File: config.mk
export PLATFORM = sky130hd
export DESIGN_NAME = qr_flyback_ctrl
export DESIGN_NICKNAME = d
export VERILOG_FILES = /design/src/include/qr_pkg.sv /design/src/verilog/qr_flyback_ctrl.sv
export SDC_FILE = /design/constraint.sdc
export NUM_CORES = 1
export LEC_CHECK = 0
export ABC_AREA = 1
export BUFFER_PORTS_ARGS = -buffer_cell sky130_fd_sc_hd__buf_4
export CAP_MARGIN = 20
export CORE_ASPECT_RATIO = 0.6
export CORE_MARGIN = 2
export CORE_UTILIZATION = 30
export DETAILED_ROUTE_END_ITERATION = 8
export GPL_TIMING_DRIVEN = 1
export HOLD_SLACK_MARGIN = 0.1
export SLEW_MARGIN = 20
export SYNTH_ARGS = -nofsm -noshare
export SYNTH_HDL_FRONTEND = slang
export SYNTH_SLANG_ARGS = --single-unit
File: constraint.sdc
create_clock -name ref_clk -period 7.8 [get_ports ref_clk]
set_clock_uncertainty 0.15 [all_clocks]
set_input_delay 0.78 -clock ref_clk [delete_from_list [all_inputs] [get_ports ref_clk]]
set_output_delay 0.78 -clock ref_clk [all_outputs]
set_load 0.01 [all_outputs]
File: src/include/qr_pkg.sv
// Constants and carrier types for the flyback switching controller.
// Assumes a 100 MHz core clock; long intervals are counted in 1 us ticks.
package qr_pkg;
    // -----------------------------------------------------------
    // Timing
    // -----------------------------------------------------------
    localparam int CLK_MHZ    = 100;
    localparam int LEB_NS     = 250;
    localparam int LEB_CYC    = (LEB_NS * CLK_MHZ + 999) / 1000;
    localparam int MASK_NS    = 500;
    localparam int MASK_CYC   = (MASK_NS * CLK_MHZ + 999) / 1000;
    localparam int TOUT2_NS   = 24000;
    localparam int TOUT2_CYC  = (TOUT2_NS * CLK_MHZ) / 1000;
    localparam int TICK_CYC   = CLK_MHZ;
    localparam int TOUT1_US   = 70;
    localparam int LATCH_US   = 100;
    localparam int SS_END_US  = 4000;
    localparam int OLP_MS     = 128;
    localparam int OLP_US     = OLP_MS * 1000;
    localparam int RESTART_MS = 2048;
    localparam int RESTART_US = RESTART_MS * 1000;
    localparam logic [1:0] OVP_PULSES = 2'h3;
    // -----------------------------------------------------------
    // Current limit step codes
    // -----------------------------------------------------------
    localparam logic [2:0] LIM_12P5 = 3'h0;
    localparam logic [2:0] LIM_25   = 3'h1;
    localparam logic [2:0] LIM_50   = 3'h2;
    localparam logic [2:0] LIM_75   = 3'h3;
    localparam logic [2:0] LIM_FULL = 3'h4;
    // -----------------------------------------------------------
    // Register map
    // -----------------------------------------------------------
    localparam logic [11:0] CTRL_OFS    = 12'h000;
    localparam logic [11:0] STATUS_OFS  = 12'h004;
    localparam logic [11:0] IRQ_STA_OFS = 12'h008;
    localparam logic [11:0] IRQ_CLR_OFS = 12'h00C;
    localparam logic [11:0] IRQ_EN_OFS  = 12'h010;
    localparam int CTRL_RUN_BIT   = 0;
    localparam int CTRL_PULSE_BIT = 1;
    localparam logic CTRL_RUN_RST   = 1'b1;
    localparam logic CTRL_PULSE_RST = 1'b0;
    localparam int ST_POS  = 0;
    localparam int LIM_POS = 4;
    localparam int OLA_POS = 8;
    localparam int OVC_POS = 12;
    localparam int EV_W       = 4;
    localparam int EV_LATCH   = 0;
    localparam int EV_OLP     = 1;
    localparam int EV_CSOPEN  = 2;
    localparam int EV_RESTART = 3;
    // -----------------------------------------------------------
    // Types
    // -----------------------------------------------------------
    typedef enum logic [2:0] {
        ST_IDLE  = 3'h0,
        ST_OFFT  = 3'h1,
        ST_ON    = 3'h3,
        ST_OLP   = 3'h2,
        ST_LATCH = 3'h6
    } fsm_e;
    typedef struct packed {
        logic oc;         // Current sense at limit
        logic valley;     // Winding at or below valley threshold
        logic ring;       // Winding above ring present threshold
        logic zt_ovp;     // Winding overvoltage detect
        logic cs_open;    // Current sense pin open
        logic fb_ovl;     // Feedback above overload set threshold
        logic fb_rel;     // Feedback below overload clear threshold
        logic freq_ok;    // Maximum frequency limit allows a pulse
        logic supply_low; // Supply below low reset threshold
        logic latch_rel;  // Supply below latch release threshold
    } cmp_s;
endpackage

File: src/verilog/qr_flyback_ctrl.sv
// Flyback gate sequencing and protection with an APB register slave.
// Comparator flags arrive synchronous to ref_clk; APB runs on ref_clk.
//
// The register addresses and the APB slave port were left to the implementer.
`timescale 1ns/10ps
`default_nettype none
// What this block does
// - Ignore over-current for the blanking time after each gate rise.
// - With gate off, turn on when winding reaches the valley level.
// - Mask valley and overvoltage comparators for a time after gate fall.
// - Force turn-on if winding shows no ringing for the first timeout.
// - Force turn-on if no further valley follows within the second timeout.
// - Arm the second timeout only after a valley in this period.
// - Skip a valley while the frequency limit forbids a pulse.
// - Supply low resets control; soft start runs on resumption.
// - Step current limit 12.5, 25, 50, 75 percent, then full.
// - Continuous overvoltage for the latch time within one switching period latches switching off.
// - Pulse mode: three overvoltage pulses start the latch timer.
// - Overvoltage detection runs only in ST_ON and ST_OFFT, after the mask.
// - Current sense open stops switching; it resumes when cleared.
// - Overload held for its period forces both gate outputs low.
// - Feedback below clear threshold resets the overload timer.
// - After overload stop, wait the restart delay, then soft start.
// - Persistent overload stops again one overload period after restart.
// - A latched stop clears only when supply falls below release level.
module qr_flyback_ctrl #(
    parameter int TICK_CYC   = qr_pkg::TICK_CYC,
    parameter int TOUT1_US   = qr_pkg::TOUT1_US,
    parameter int LATCH_US   = qr_pkg::LATCH_US,
    parameter int SS_END_US  = qr_pkg::SS_END_US,
    parameter int OLP_US     = qr_pkg::OLP_US,
    parameter int RESTART_US = qr_pkg::RESTART_US
) (
    input  wire logic         ref_clk,
    input  wire logic         rst_n,
    input  wire qr_pkg::cmp_s comparator_flags,
    input  wire logic         psel,
    input  wire logic         penable,
    input  wire logic         pwrite,
    input  wire logic [11:0]  paddr,
    input  wire logic [31:0]  pwdata,
    output logic [31:0]       prdata,
    output logic              pready,
    output logic              pslverr,
    output logic              flyback_gate_drive,
    output logic              pfc_run_enable,
    output logic [2:0]        cs_limit_step,
    output logic              irq
);
    // -----------------------------------------------------------
    // Parameter check
    // -----------------------------------------------------------
    if (TICK_CYC < 2 || TICK_CYC > 128 || SS_END_US < 8 || TOUT1_US < 1 ||
        LATCH_US < 1 || OLP_US < 1 || RESTART_US < 1) begin : g_bad_param
        $error("qr_flyback_ctrl: unsupported parameter value");
    end

    typedef struct packed {
        qr_pkg::cmp_s          sync1;
        qr_pkg::cmp_s          sync2;
        qr_pkg::fsm_e          st;
        logic                  gate;
        logic                  pfc;
        logic [2:0]            lim;
        logic [6:0]            leb;
        logic [6:0]            mask;
        logic [11:0]           t2;
        logic                  t2_arm;
        logic                  valley_prev;
        logic [31:0]           t1;
        logic [6:0]            div;
        logic [31:0]           ss;
        logic [1:0]            ovp_cnt;
        logic [31:0]           ovp_tmr;
        logic                  ovp_seen;
        logic                  ovp_prev;
        logic                  olp_arm;
        logic [31:0]           olp;
        logic                  run;
        logic                  pulse_mode;
        logic [qr_pkg::EV_W-1:0] ist;
        logic [qr_pkg::EV_W-1:0] ien;
        logic                  irq;
        logic [31:0]           prdata;
        logic                  pready;
        logic                  pslverr;
    } state_s;

    state_s       s_q;
    state_s       s_d;
    logic [1:0]   rst_sync_q;
    logic         rst_sync_n;
    qr_pkg::cmp_s c;
    logic         tick;
    logic         running;
    logic         masked;
    logic         v_edge;
    logic         t1_exp;
    logic         t2_exp;
    logic         ovp_v;
    logic         ovp_latch;
    logic         olp_hit;
    logic         stop_req;
    logic         acc;
    logic [qr_pkg::EV_W-1:0] ev;

    // Current limit step from elapsed soft-start time
    function automatic logic [2:0] lim_of(input logic [31:0] t);
        if (t < 32'(SS_END_US / 8))
            return qr_pkg::LIM_12P5;
        else if (t < 32'(SS_END_US / 4))
            return qr_pkg::LIM_25;
        else if (t < 32'(SS_END_US / 2))
            return qr_pkg::LIM_50;
        else if (t < 32'(SS_END_US))
            return qr_pkg::LIM_75;
        else
            return qr_pkg::LIM_FULL;
    endfunction

    // -----------------------------------------------------------
    // Reset release
    // -----------------------------------------------------------
    // Two-stage release of the asynchronous reset
    always_ff @(posedge ref_clk or negedge rst_n) begin
        if (!rst_n)
            rst_sync_q <= 2'h0;
        else
            rst_sync_q <= {rst_sync_q[0], 1'b1};
    end
    assign rst_sync_n = rst_sync_q[1];

    // -----------------------------------------------------------
    // Next state
    // -----------------------------------------------------------
    // Decode helpers shared by the state update and the checks
    assign c       = s_q.sync2;
    assign tick    = (s_q.div == 7'(TICK_CYC - 1));
    assign running = (s_q.st == qr_pkg::ST_ON) || (s_q.st == qr_pkg::ST_OFFT);
    assign masked  = (s_q.st == qr_pkg::ST_OFFT) && (s_q.mask != 7'h00);
    assign v_edge  = (s_q.st == qr_pkg::ST_OFFT) && !masked && c.valley && !s_q.valley_prev;
    assign t1_exp  = (s_q.t1 >= 32'(TOUT1_US));
    assign t2_exp  = s_q.t2_arm && (s_q.t2 == 12'h000);
    assign ovp_v   = running && !masked && c.zt_ovp;
    assign ovp_latch = running && (s_q.ovp_tmr >= 32'(LATCH_US));
    assign olp_hit = running && (s_q.olp >= 32'(OLP_US));
    assign stop_req = c.supply_low || !s_q.run || c.cs_open || ovp_latch || olp_hit;
    assign acc     = psel && penable && s_q.pready;

    // Whole next-state function
    always_comb begin
        s_d       = s_q;
        ev        = '0;
        s_d.sync1 = comparator_flags;
        s_d.sync2 = s_q.sync1;
        s_d.div   = tick ? 7'h00 : s_q.div + 7'h01;
        s_d.valley_prev = c.valley;
        s_d.ovp_prev    = ovp_v;
        case (s_q.st)
            qr_pkg::ST_IDLE: begin
                s_d.gate = 1'b0;
                if (s_q.run && !c.supply_low && !c.cs_open) begin
                    s_d.st      = qr_pkg::ST_OFFT;
                    s_d.ss      = '0;
                    s_d.t1      = '0;
                    s_d.t2_arm  = 1'b0;
                    s_d.mask    = 7'h00;
                    s_d.ovp_cnt = 2'h0;
                    s_d.ovp_tmr = '0;
                    s_d.olp     = '0;
                    s_d.olp_arm = 1'b0;
                end
            end
            qr_pkg::ST_ON: begin
                if (s_q.leb != 7'h00)
                    s_d.leb = s_q.leb - 7'h01;
                else if (c.oc) begin
                    s_d.gate   = 1'b0;
                    s_d.st     = qr_pkg::ST_OFFT;
                    s_d.mask   = 7'(qr_pkg::MASK_CYC);
                    s_d.t1     = '0;
                    s_d.t2_arm = 1'b0;
                    // New period: drop the pulse count if last period had none
                    if (!s_q.ovp_seen) begin
                        s_d.ovp_cnt = 2'h0;
                        s_d.ovp_tmr = '0;
                    end
                    s_d.ovp_seen = 1'b0;
                end
            end
            qr_pkg::ST_OFFT: begin
                if (masked)
                    s_d.mask = s_q.mask - 7'h01;
                if (c.ring && !masked)
                    s_d.t1 = '0;
                else if (tick)
                    s_d.t1 = s_q.t1 + 32'h1;
                if (s_q.t2_arm && s_q.t2 != 12'h000)
                    s_d.t2 = s_q.t2 - 12'h001;
                if ((c.valley && !masked && c.freq_ok) || t1_exp || t2_exp) begin
                    s_d.gate   = 1'b1;
                    s_d.st     = qr_pkg::ST_ON;
                    s_d.leb    = 7'(qr_pkg::LEB_CYC);
                    s_d.t2_arm = 1'b0;
                end else if (v_edge) begin
                    s_d.t2_arm = 1'b1;
                    s_d.t2     = 12'(qr_pkg::TOUT2_CYC);
                end
            end
            qr_pkg::ST_OLP: begin
                s_d.gate = 1'b0;
                if (tick)
                    s_d.olp = s_q.olp + 32'h1;
                if (s_q.olp >= 32'(RESTART_US)) begin
                    s_d.st   = qr_pkg::ST_OFFT;
                    s_d.ss   = '0;
                    s_d.olp  = '0;
                    s_d.t1   = '0;
                    s_d.mask = 7'h00;
                    ev[qr_pkg::EV_RESTART] = 1'b1;
                end
            end
            qr_pkg::ST_LATCH: begin
                s_d.gate = 1'b0;
                if (c.latch_rel)
                    s_d.st = qr_pkg::ST_IDLE;
            end
            default: begin
                s_d.st   = qr_pkg::ST_IDLE;
                s_d.gate = 1'b0;
            end
        endcase

        // Soft start, overload and overvoltage timing while switching
        if (running) begin
            if (tick && s_q.ss < 32'(SS_END_US))
                s_d.ss = s_q.ss + 32'h1;
            if (c.fb_rel) begin
                s_d.olp_arm = 1'b0;
                s_d.olp     = '0;
            end else if (c.fb_ovl)
                s_d.olp_arm = 1'b1;
            if (s_q.olp_arm && !c.fb_rel && tick)
                s_d.olp = s_q.olp + 32'h1;
            if (s_q.pulse_mode) begin
                if (ovp_v && !s_q.ovp_prev) begin
                    s_d.ovp_seen = 1'b1;
                    if (s_q.ovp_cnt != qr_pkg::OVP_PULSES)
                        s_d.ovp_cnt = s_q.ovp_cnt + 2'h1;
                end
                if (s_q.ovp_cnt == qr_pkg::OVP_PULSES && tick)
                    s_d.ovp_tmr = s_q.ovp_tmr + 32'h1;
            end else if (ovp_v) begin
                if (tick)
                    s_d.ovp_tmr = s_q.ovp_tmr + 32'h1;
            end else if (!masked)
                s_d.ovp_tmr = '0;
        end

        // Stop priorities; a latched stop ignores supply low
        if (s_q.st != qr_pkg::ST_LATCH && c.supply_low) begin
            s_d.st   = qr_pkg::ST_IDLE;
            s_d.gate = 1'b0;
        end else if (running && stop_req) begin
            s_d.gate = 1'b0;
            if (ovp_latch) begin
                s_d.st = qr_pkg::ST_LATCH;
                ev[qr_pkg::EV_LATCH] = 1'b1;
            end else if (olp_hit) begin
                s_d.st  = qr_pkg::ST_OLP;
                s_d.olp = '0;
                ev[qr_pkg::EV_OLP] = 1'b1;
            end else begin
                s_d.st = qr_pkg::ST_IDLE;
                ev[qr_pkg::EV_CSOPEN] = c.cs_open;
            end
        end
        s_d.lim = lim_of(s_d.ss);
        s_d.pfc = (s_d.st == qr_pkg::ST_ON || s_d.st == qr_pkg::ST_OFFT) &&
                  (s_d.ss >= 32'(SS_END_US));

        // APB: one wait state, writes land on the completing edge
        s_d.pready  = psel && penable && !s_q.pready;
        s_d.pslverr = 1'b0;
        s_d.prdata  = '0;
        if (psel && penable && !s_q.pready) begin
            if (paddr == qr_pkg::CTRL_OFS) begin
                s_d.prdata[qr_pkg::CTRL_RUN_BIT]   = s_q.run;
                s_d.prdata[qr_pkg::CTRL_PULSE_BIT] = s_q.pulse_mode;
            end else if (paddr == qr_pkg::STATUS_OFS) begin
                s_d.prdata[qr_pkg::ST_POS +: 3]  = s_q.st;
                s_d.prdata[qr_pkg::LIM_POS +: 3] = s_q.lim;
                s_d.prdata[qr_pkg::OLA_POS]      = s_q.olp_arm;
                s_d.prdata[qr_pkg::OVC_POS +: 2] = s_q.ovp_cnt;
            end else if (paddr == qr_pkg::IRQ_STA_OFS)
                s_d.prdata[qr_pkg::EV_W-1:0] = s_q.ist;
            else if (paddr == qr_pkg::IRQ_CLR_OFS)
                s_d.prdata = '0;
            else if (paddr == qr_pkg::IRQ_EN_OFS)
                s_d.prdata[qr_pkg::EV_W-1:0] = s_q.ien;
            else
                s_d.pslverr = 1'b1;
        end
        if (acc && pwrite) begin
            if (paddr == qr_pkg::CTRL_OFS) begin
                s_d.run        = pwdata[qr_pkg::CTRL_RUN_BIT];
                s_d.pulse_mode = pwdata[qr_pkg::CTRL_PULSE_BIT];
            end else if (paddr == qr_pkg::IRQ_CLR_OFS)
                s_d.ist = s_q.ist & ~pwdata[qr_pkg::EV_W-1:0];
            else if (paddr == qr_pkg::IRQ_EN_OFS)
                s_d.ien = pwdata[qr_pkg::EV_W-1:0];
        end
        // Events set after the clear so a same-cycle event survives
        s_d.ist = s_d.ist | ev;
        s_d.irq = |(s_d.ist & s_d.ien);
    end

    // State register
    always_ff @(posedge ref_clk or negedge rst_sync_n) begin
        if (!rst_sync_n) begin
            s_q            <= '0;
            s_q.run        <= qr_pkg::CTRL_RUN_RST;
            s_q.pulse_mode <= qr_pkg::CTRL_PULSE_RST;
            // Supply counts as low until the first synced sample arrives
            s_q.sync1.supply_low <= 1'b1;
            s_q.sync2.supply_low <= 1'b1;
        end else
            s_q <= s_d;
    end

    // Outputs straight from the state register
    assign flyback_gate_drive = s_q.gate;
    assign pfc_run_enable     = s_q.pfc;
    assign cs_limit_step      = s_q.lim;
    assign irq                = s_q.irq;
    assign prdata             = s_q.prdata;
    assign pready             = s_q.pready;
    assign pslverr            = s_q.pslverr;
endmodule // qr_flyback_ctrl
`default_nettype wire

-- After elaboration in Yosys (flattened, before gate mapping)
Cells that the tools add are included.
- bitwise logic cells: 4
- eq/ne operators: 26
- magnitude comparators: 10
- mux-type cells: 104
- reductions and logical operators: 59
- add/sub/neg operators: 9
- operators by type and width (operator ; count):
    32-bit two-way mux ; 21
    32-bit by 1-bit adder with 32-bit output, second input constant ; 4
    32-bit case mux with 2 select lines ; 2
    32-bit case mux with 4 select lines ; 1
    35-bit two-way mux ; 2
    34-bit case mux with 2 select lines ; 1
    67-bit two-way mux ; 1
    33-bit two-way mux ; 2
    66-bit two-way mux ; 1
    32-bit by 7-bit greater-or-equal comparator with 1-bit output, second input constant ; 2
    32-bit by 12-bit < comparator with 1-bit output, second input constant ; 2
    7-bit two-way mux ; 8
    4-bit two-way mux ; 11
    12-bit two-way mux ; 3
    3-bit two-way mux ; 12
    34-bit two-way mux ; 1
    32-bit by 12-bit greater-or-equal comparator with 1-bit output, second input constant ; 1
    32-bit by 17-bit greater-or-equal comparator with 1-bit output, second input constant ; 1
    32-bit by 21-bit greater-or-equal comparator with 1-bit output, second input constant ; 1
    32-bit by 10-bit < comparator with 1-bit output, second input constant ; 1
    32-bit by 11-bit < comparator with 1-bit output, second input constant ; 1
    32-bit by 9-bit < comparator with 1-bit output, second input constant ; 1
    7-bit case mux with 4 select lines ; 1
    1-bit logical AND ; 27
    43 further kinds ; 104
- logic and storage cells: 259
- input port bits: 59
- flip-flop bits (word level): 243

-- Logic depth before layout (Yosys ltp)
- word-level depth: 14
- depth in mapped cells: 17

-- Worst setup path before layout
Ideal clock, no wire load.
- path kind: in2reg
- from: input paddr[1]
- to: register s_q, in the netlist irq
- arrival: 2.076 ns
- buffers on the path: 0
- setup slack: 5.455 ns
- setup time: 0.119 ns
- stages on the path: 10
- path through: nor2_1 > nand3_1 > nor4_1 > nand2_1 > nand2_1 > o21ai_0 > nand2_1 > nand2_1 > a21oi_1 > nand2_1
- RTL lines (element ; RTL line ; text):
    start, declared ; qr_flyback_ctrl.sv:40 ; input wire logic [11:0] paddr,
    end, declared ; qr_flyback_ctrl.sv:89 ; state_s s_q;

-- Worst setup path after layout
- from: register s_q[220] (netlist bit)
- to: register s_q[183] (netlist bit)
- cells in the longest elaborated chain, start to end: 6
- elaborated cells between the ends (all ways): 16
- those cells by class: eq/ne: 8; mux: 2; reduce/logical: 6
- ends and longest elaborated chain (element ; RTL line ; text):
    3-bit by 1-bit equality test with 1-bit output ; qr_flyback_ctrl.sv:140, qr_flyback_ctrl.sv:159 ;
    1-bit logical AND ; qr_flyback_ctrl.sv:140 ; assign masked = (s_q.st == qr_pkg::ST_OFFT) && (s_q.mask != 7'h00);
    1-bit zero test ; n/a ;
    1-bit logical AND ; qr_flyback_ctrl.sv:194 ; if (c.ring && !masked)
    3-bit by 2-bit inequality test with 1-bit output (no source line) / 32-bit two-way mux (equally long branches) ; n/a ;
    6-bit AND reduction (no source line) / 32-bit case mux with 4 select lines (equally long branches) ; n/a ;
Parallel ways exist; a longest one is shown, timed or not.
A chain may end at the register's enable or synchronous reset.

==> flow_summary.yaml <==
route:
  drt_iter0_drc: 958
  viasPerCell: 4.74
  drc: 0
  dr.pass1.iters: 8
  wl_met2_mm: 12.8
  detail_route.wl_per_cell_um: 13.7
  m1WireLength_mm: 15.3
  met3_length_mm: 2.07
  top_layer: "met4"
  ant_nets: 0
  wirelength_mm: 31.0
  num_vias: 10700
sta:
  maxSlewHeadroom_pct: 29.8
  drv_slew: 0
  hold_ws_ns: 0.196
  fin_tns_setup_ns: 0
  period_share_pct: 44.9
  setup_violations: 0
  max_freq_ghz: 0.285
  hold_viol: 0
  tightest_slew_ns: 1.05
  finalCriticalPeriod_ns: 3.50
  rsz0062_at_grt: "no"
yosys:
  synthDistinctLibCells: 58
  syn-cell-area_um2: 12600
  synth_top_cell_by_area: "dfrtp_1"
  synth_edf_count: 0
  synth.area.top_cells: "dfrtp_1 43%, nand2_1 8.4%, inv_1 7.3%, nor2_1 6.2%, nand3_1 5.1%"
  ys_warn_count: 0
  synth_seq_cells: 221
  ys_seq_area_share_pct: 44.0
  synth_top_area_share_pct: 43.4
  synth.avg_cell_area_um2: 7.69
  async_flop_share_pct: 100
  synthFlopType: "dfrtp_1"
  syn-instance-count: 1635
clock_tree:
  cts_tree: "yes"
  cts-htree-levels: 1
  clkLatencyLatePin_ns: 0.54
  clockBufferDepth: 3
  clockRootBuffer: "clkbuf_16"
  cts_made_buffers: 24
  path_clk_slew_ns: 0.06
  cts_resized: 0
  cts_sinks: 221
global_route:
  grt_pass1_vias: 10100
  antenna_found_initial: 3
  overflow: 0
  gr-usage-all-layers_pct: 14.4
  grt_pass1_wl_mm: 51.5
  grt_max_degree: 170
min_path:
  worstHoldStart: "rst_sync_q[0]"
  min_path_type: "reg2reg"
  hold-path-cell-count: 0
  holdPathEnd: "rst_sync_q[1]"
layout:
  diodes: 0
  syn_to_final_growth_pct: 13.7
  drive_gt1_share_pct: 10.1
  nFillCells: 4344
  layout.cells.non_filler: 2262
  nets: 1749
critical_path:
  r2r_end: "s_q[183]"
  r2r_start: "s_q[220]"
  ff2ff_setup_slack_ns: 4.30
  critical_path_class: "reg2reg"
  startpoint_type: "flip-flop"
  endpoint_kind: "flip-flop"
  ff2ff_path_depth: 11
  worstPathRequired_ns: 8.06
  arrival_ns: 3.76
  path_max_fanout: 20
power_and_ir_drop:
  power.share.clock_pct: 50.2
  peakVddDrop_uv: 132
  p_leak_uw: 0.00687
  p_per_area_nw_per_um2: 181
  intPower_uw: 2020
  p_seq_share_pct: 46.1
  switchingPower_uw: 571
  sw_frac_of_total_pct: 22.0
  p_comb_share_pct: 3.7
floorplanning:
  ios: 99
  fp.dieH_um: 163
  die_w_um: 268
  fp.coreArea_um2: 41600
  die_area_um2: 43600
  start_util_pct: 30.2
  rows: 58
place:
  gp_congestion: 0.901
  io_buffers: 48
  placedCellCount: 2218
  dp_hpwl_mm: 22.3
run:
  max_cap_violations: 0
run_status:
  outcome: "complete, no violations"
cell families (layout without fill, tap and decap cells):
kind of cell	after synthesis	count (layout)	share of synthesized area [%]
simple gates	797	797	29.1
compound gates	216	216	10.1
xor+xnor	60	60	4.18
other cells	2	23	0.0597
fa+ha+maj	15	15	1.49
mux	1	1	0.0895
flops	221	221	44.0
buf+inv	323	359	11.0
stage by stage:
| stage | worst slack (ns) | util [%] | cell area (um2) | total power, uW |
|---|---|---|---|---|
| after floorplan | 1.04 | - | 12700 | 1280 |
| after global placement | 4.43 | 32.2 | 13400 | 1310 |
| after detailed placement | 4.38 | 32.2 | 13400 | 1310 |
| after CTS | 4.33 | 34.4 | 14300 | 2630 |
| after global routing | 4.02 | 34.4 | 14300 | 2690 |
| final | 4.30 | 34.4 | 14300 | 2590 |
synth_stat cells, types with 17 or more instances:
cell type and number:
inv_2 17, dfrtp_1 218, nand2_1 280, o21ai_0 75, nor2_1 208, nand3_1 129
xor2_1 54, buf_4 37, nor3_1 50, a21oi_1 63, inv_1 245, nand4_1 51
o22ai_1 17
what timing repair did:
item | 4_1_cts | 5_1_grt
setup buffers | 0 | 0
hold endpoints to repair | 2 | 0
hold buffers | 1 | 0
per-layer routing:
| metal | up-vias | track usage (%) |
|---|---|---|
| li1 | 5350 | - |
| met1 | 5054 | 21.3 |
| met2 | 277 | 21.0 |
| met3 | 44 | 3.13 |
| met4 | 0 | 3.63 |
| met5 | - | 0 |
state kept, by name, summed over array words and instances, names as in the netlist, 2 cells and up:
register       flops
c                 10
cs_limit_step      3
prdata            10
rst_sync_q         2
s_d               10
s_q              181
layout by cell type, fill, tap and decap left out, types with 4 or more instances in the layout:
master / n
nand2_1: 280
inv_1: 245
dfrtp_1: 217
nor2_1: 207
nand3_1: 129
o21ai_0: 75
a21oi_1: 63
xor2_1: 54
buf_4: 52
nand4_1: 51
nor3_1: 50
clkbuf_16: 25
conb_1: 23
inv_2: 17
o22ai_1: 17
nor2_2: 15
nor4_1: 15
ha_1: 15
o211ai_1: 11
nand2_2: 8
o21ai_1: 8
or2_2: 7
xnor2_1: 6
nor3_2: 6
o21a_1: 6
bufinv_16: 6
a31oi_1: 5
a211oi_1: 5
nor2_4: 4
nand3_2: 4
nand3b_1: 4
and3_1: 4
nor3b_1: 4
clkbuf_8: 4
clkinv_2: 4
power groups by stage:
stage / logic [uW] / registers, uW / clock network, uW
floorplan: 62.4 / 1220 / 0
CTS: 98.1 / 1190 / 1340
global route: 112 / 1200 / 1380
detailed placement: 97.2 / 1220 / 0
finish: 96.2 / 1190 / 1300
global placement: 95.0 / 1220 / 0
area by class of cell:
cell class / instances / area [um2] / area share, %
multi-input combinational: 1112 / 5740 / 40.2
timing repair buffer: 54 / 420 / 2.94
clock inverter: 11 / 208 / 1.45
inverter: 262 / 983 / 6.88
sequential: 221 / 5540 / 38.7
clock buffer: 32 / 692 / 4.84
tap: 570 / 713 / 4.99
worst max-delay path by stage:
stage | from | to | slack, ns | cells past startpoint
finish | s_q[220] | s_q[183] | 4.30 | 11
global route | s_q[220] | s_q[160] | 4.02 | 11
CTS | s_q[220] | s_q[183] | 4.33 | 11
floorplan | rst_sync_q[1] | c[0] | 1.04 | 0
global placement | s_q[220] | s_q[183] | 4.43 | 11
detailed placement | s_q[220] | s_q[183] | 4.38 | 11
critical path, stage by stage, from the launching register on:
cell	delay, ns
dfrtp_1	0.40
inv_2	0.12
nand2_4	0.12
nor2_2	0.47
inv_1	0.31
nor2_2	0.31
nand2_1	0.09
nand3_1	0.62
inv_2	0.35
nand3_1	0.21
xor2_1	0.16
nor2_1	0.06
Note: power is estimated with default switching activity, not from simulation.
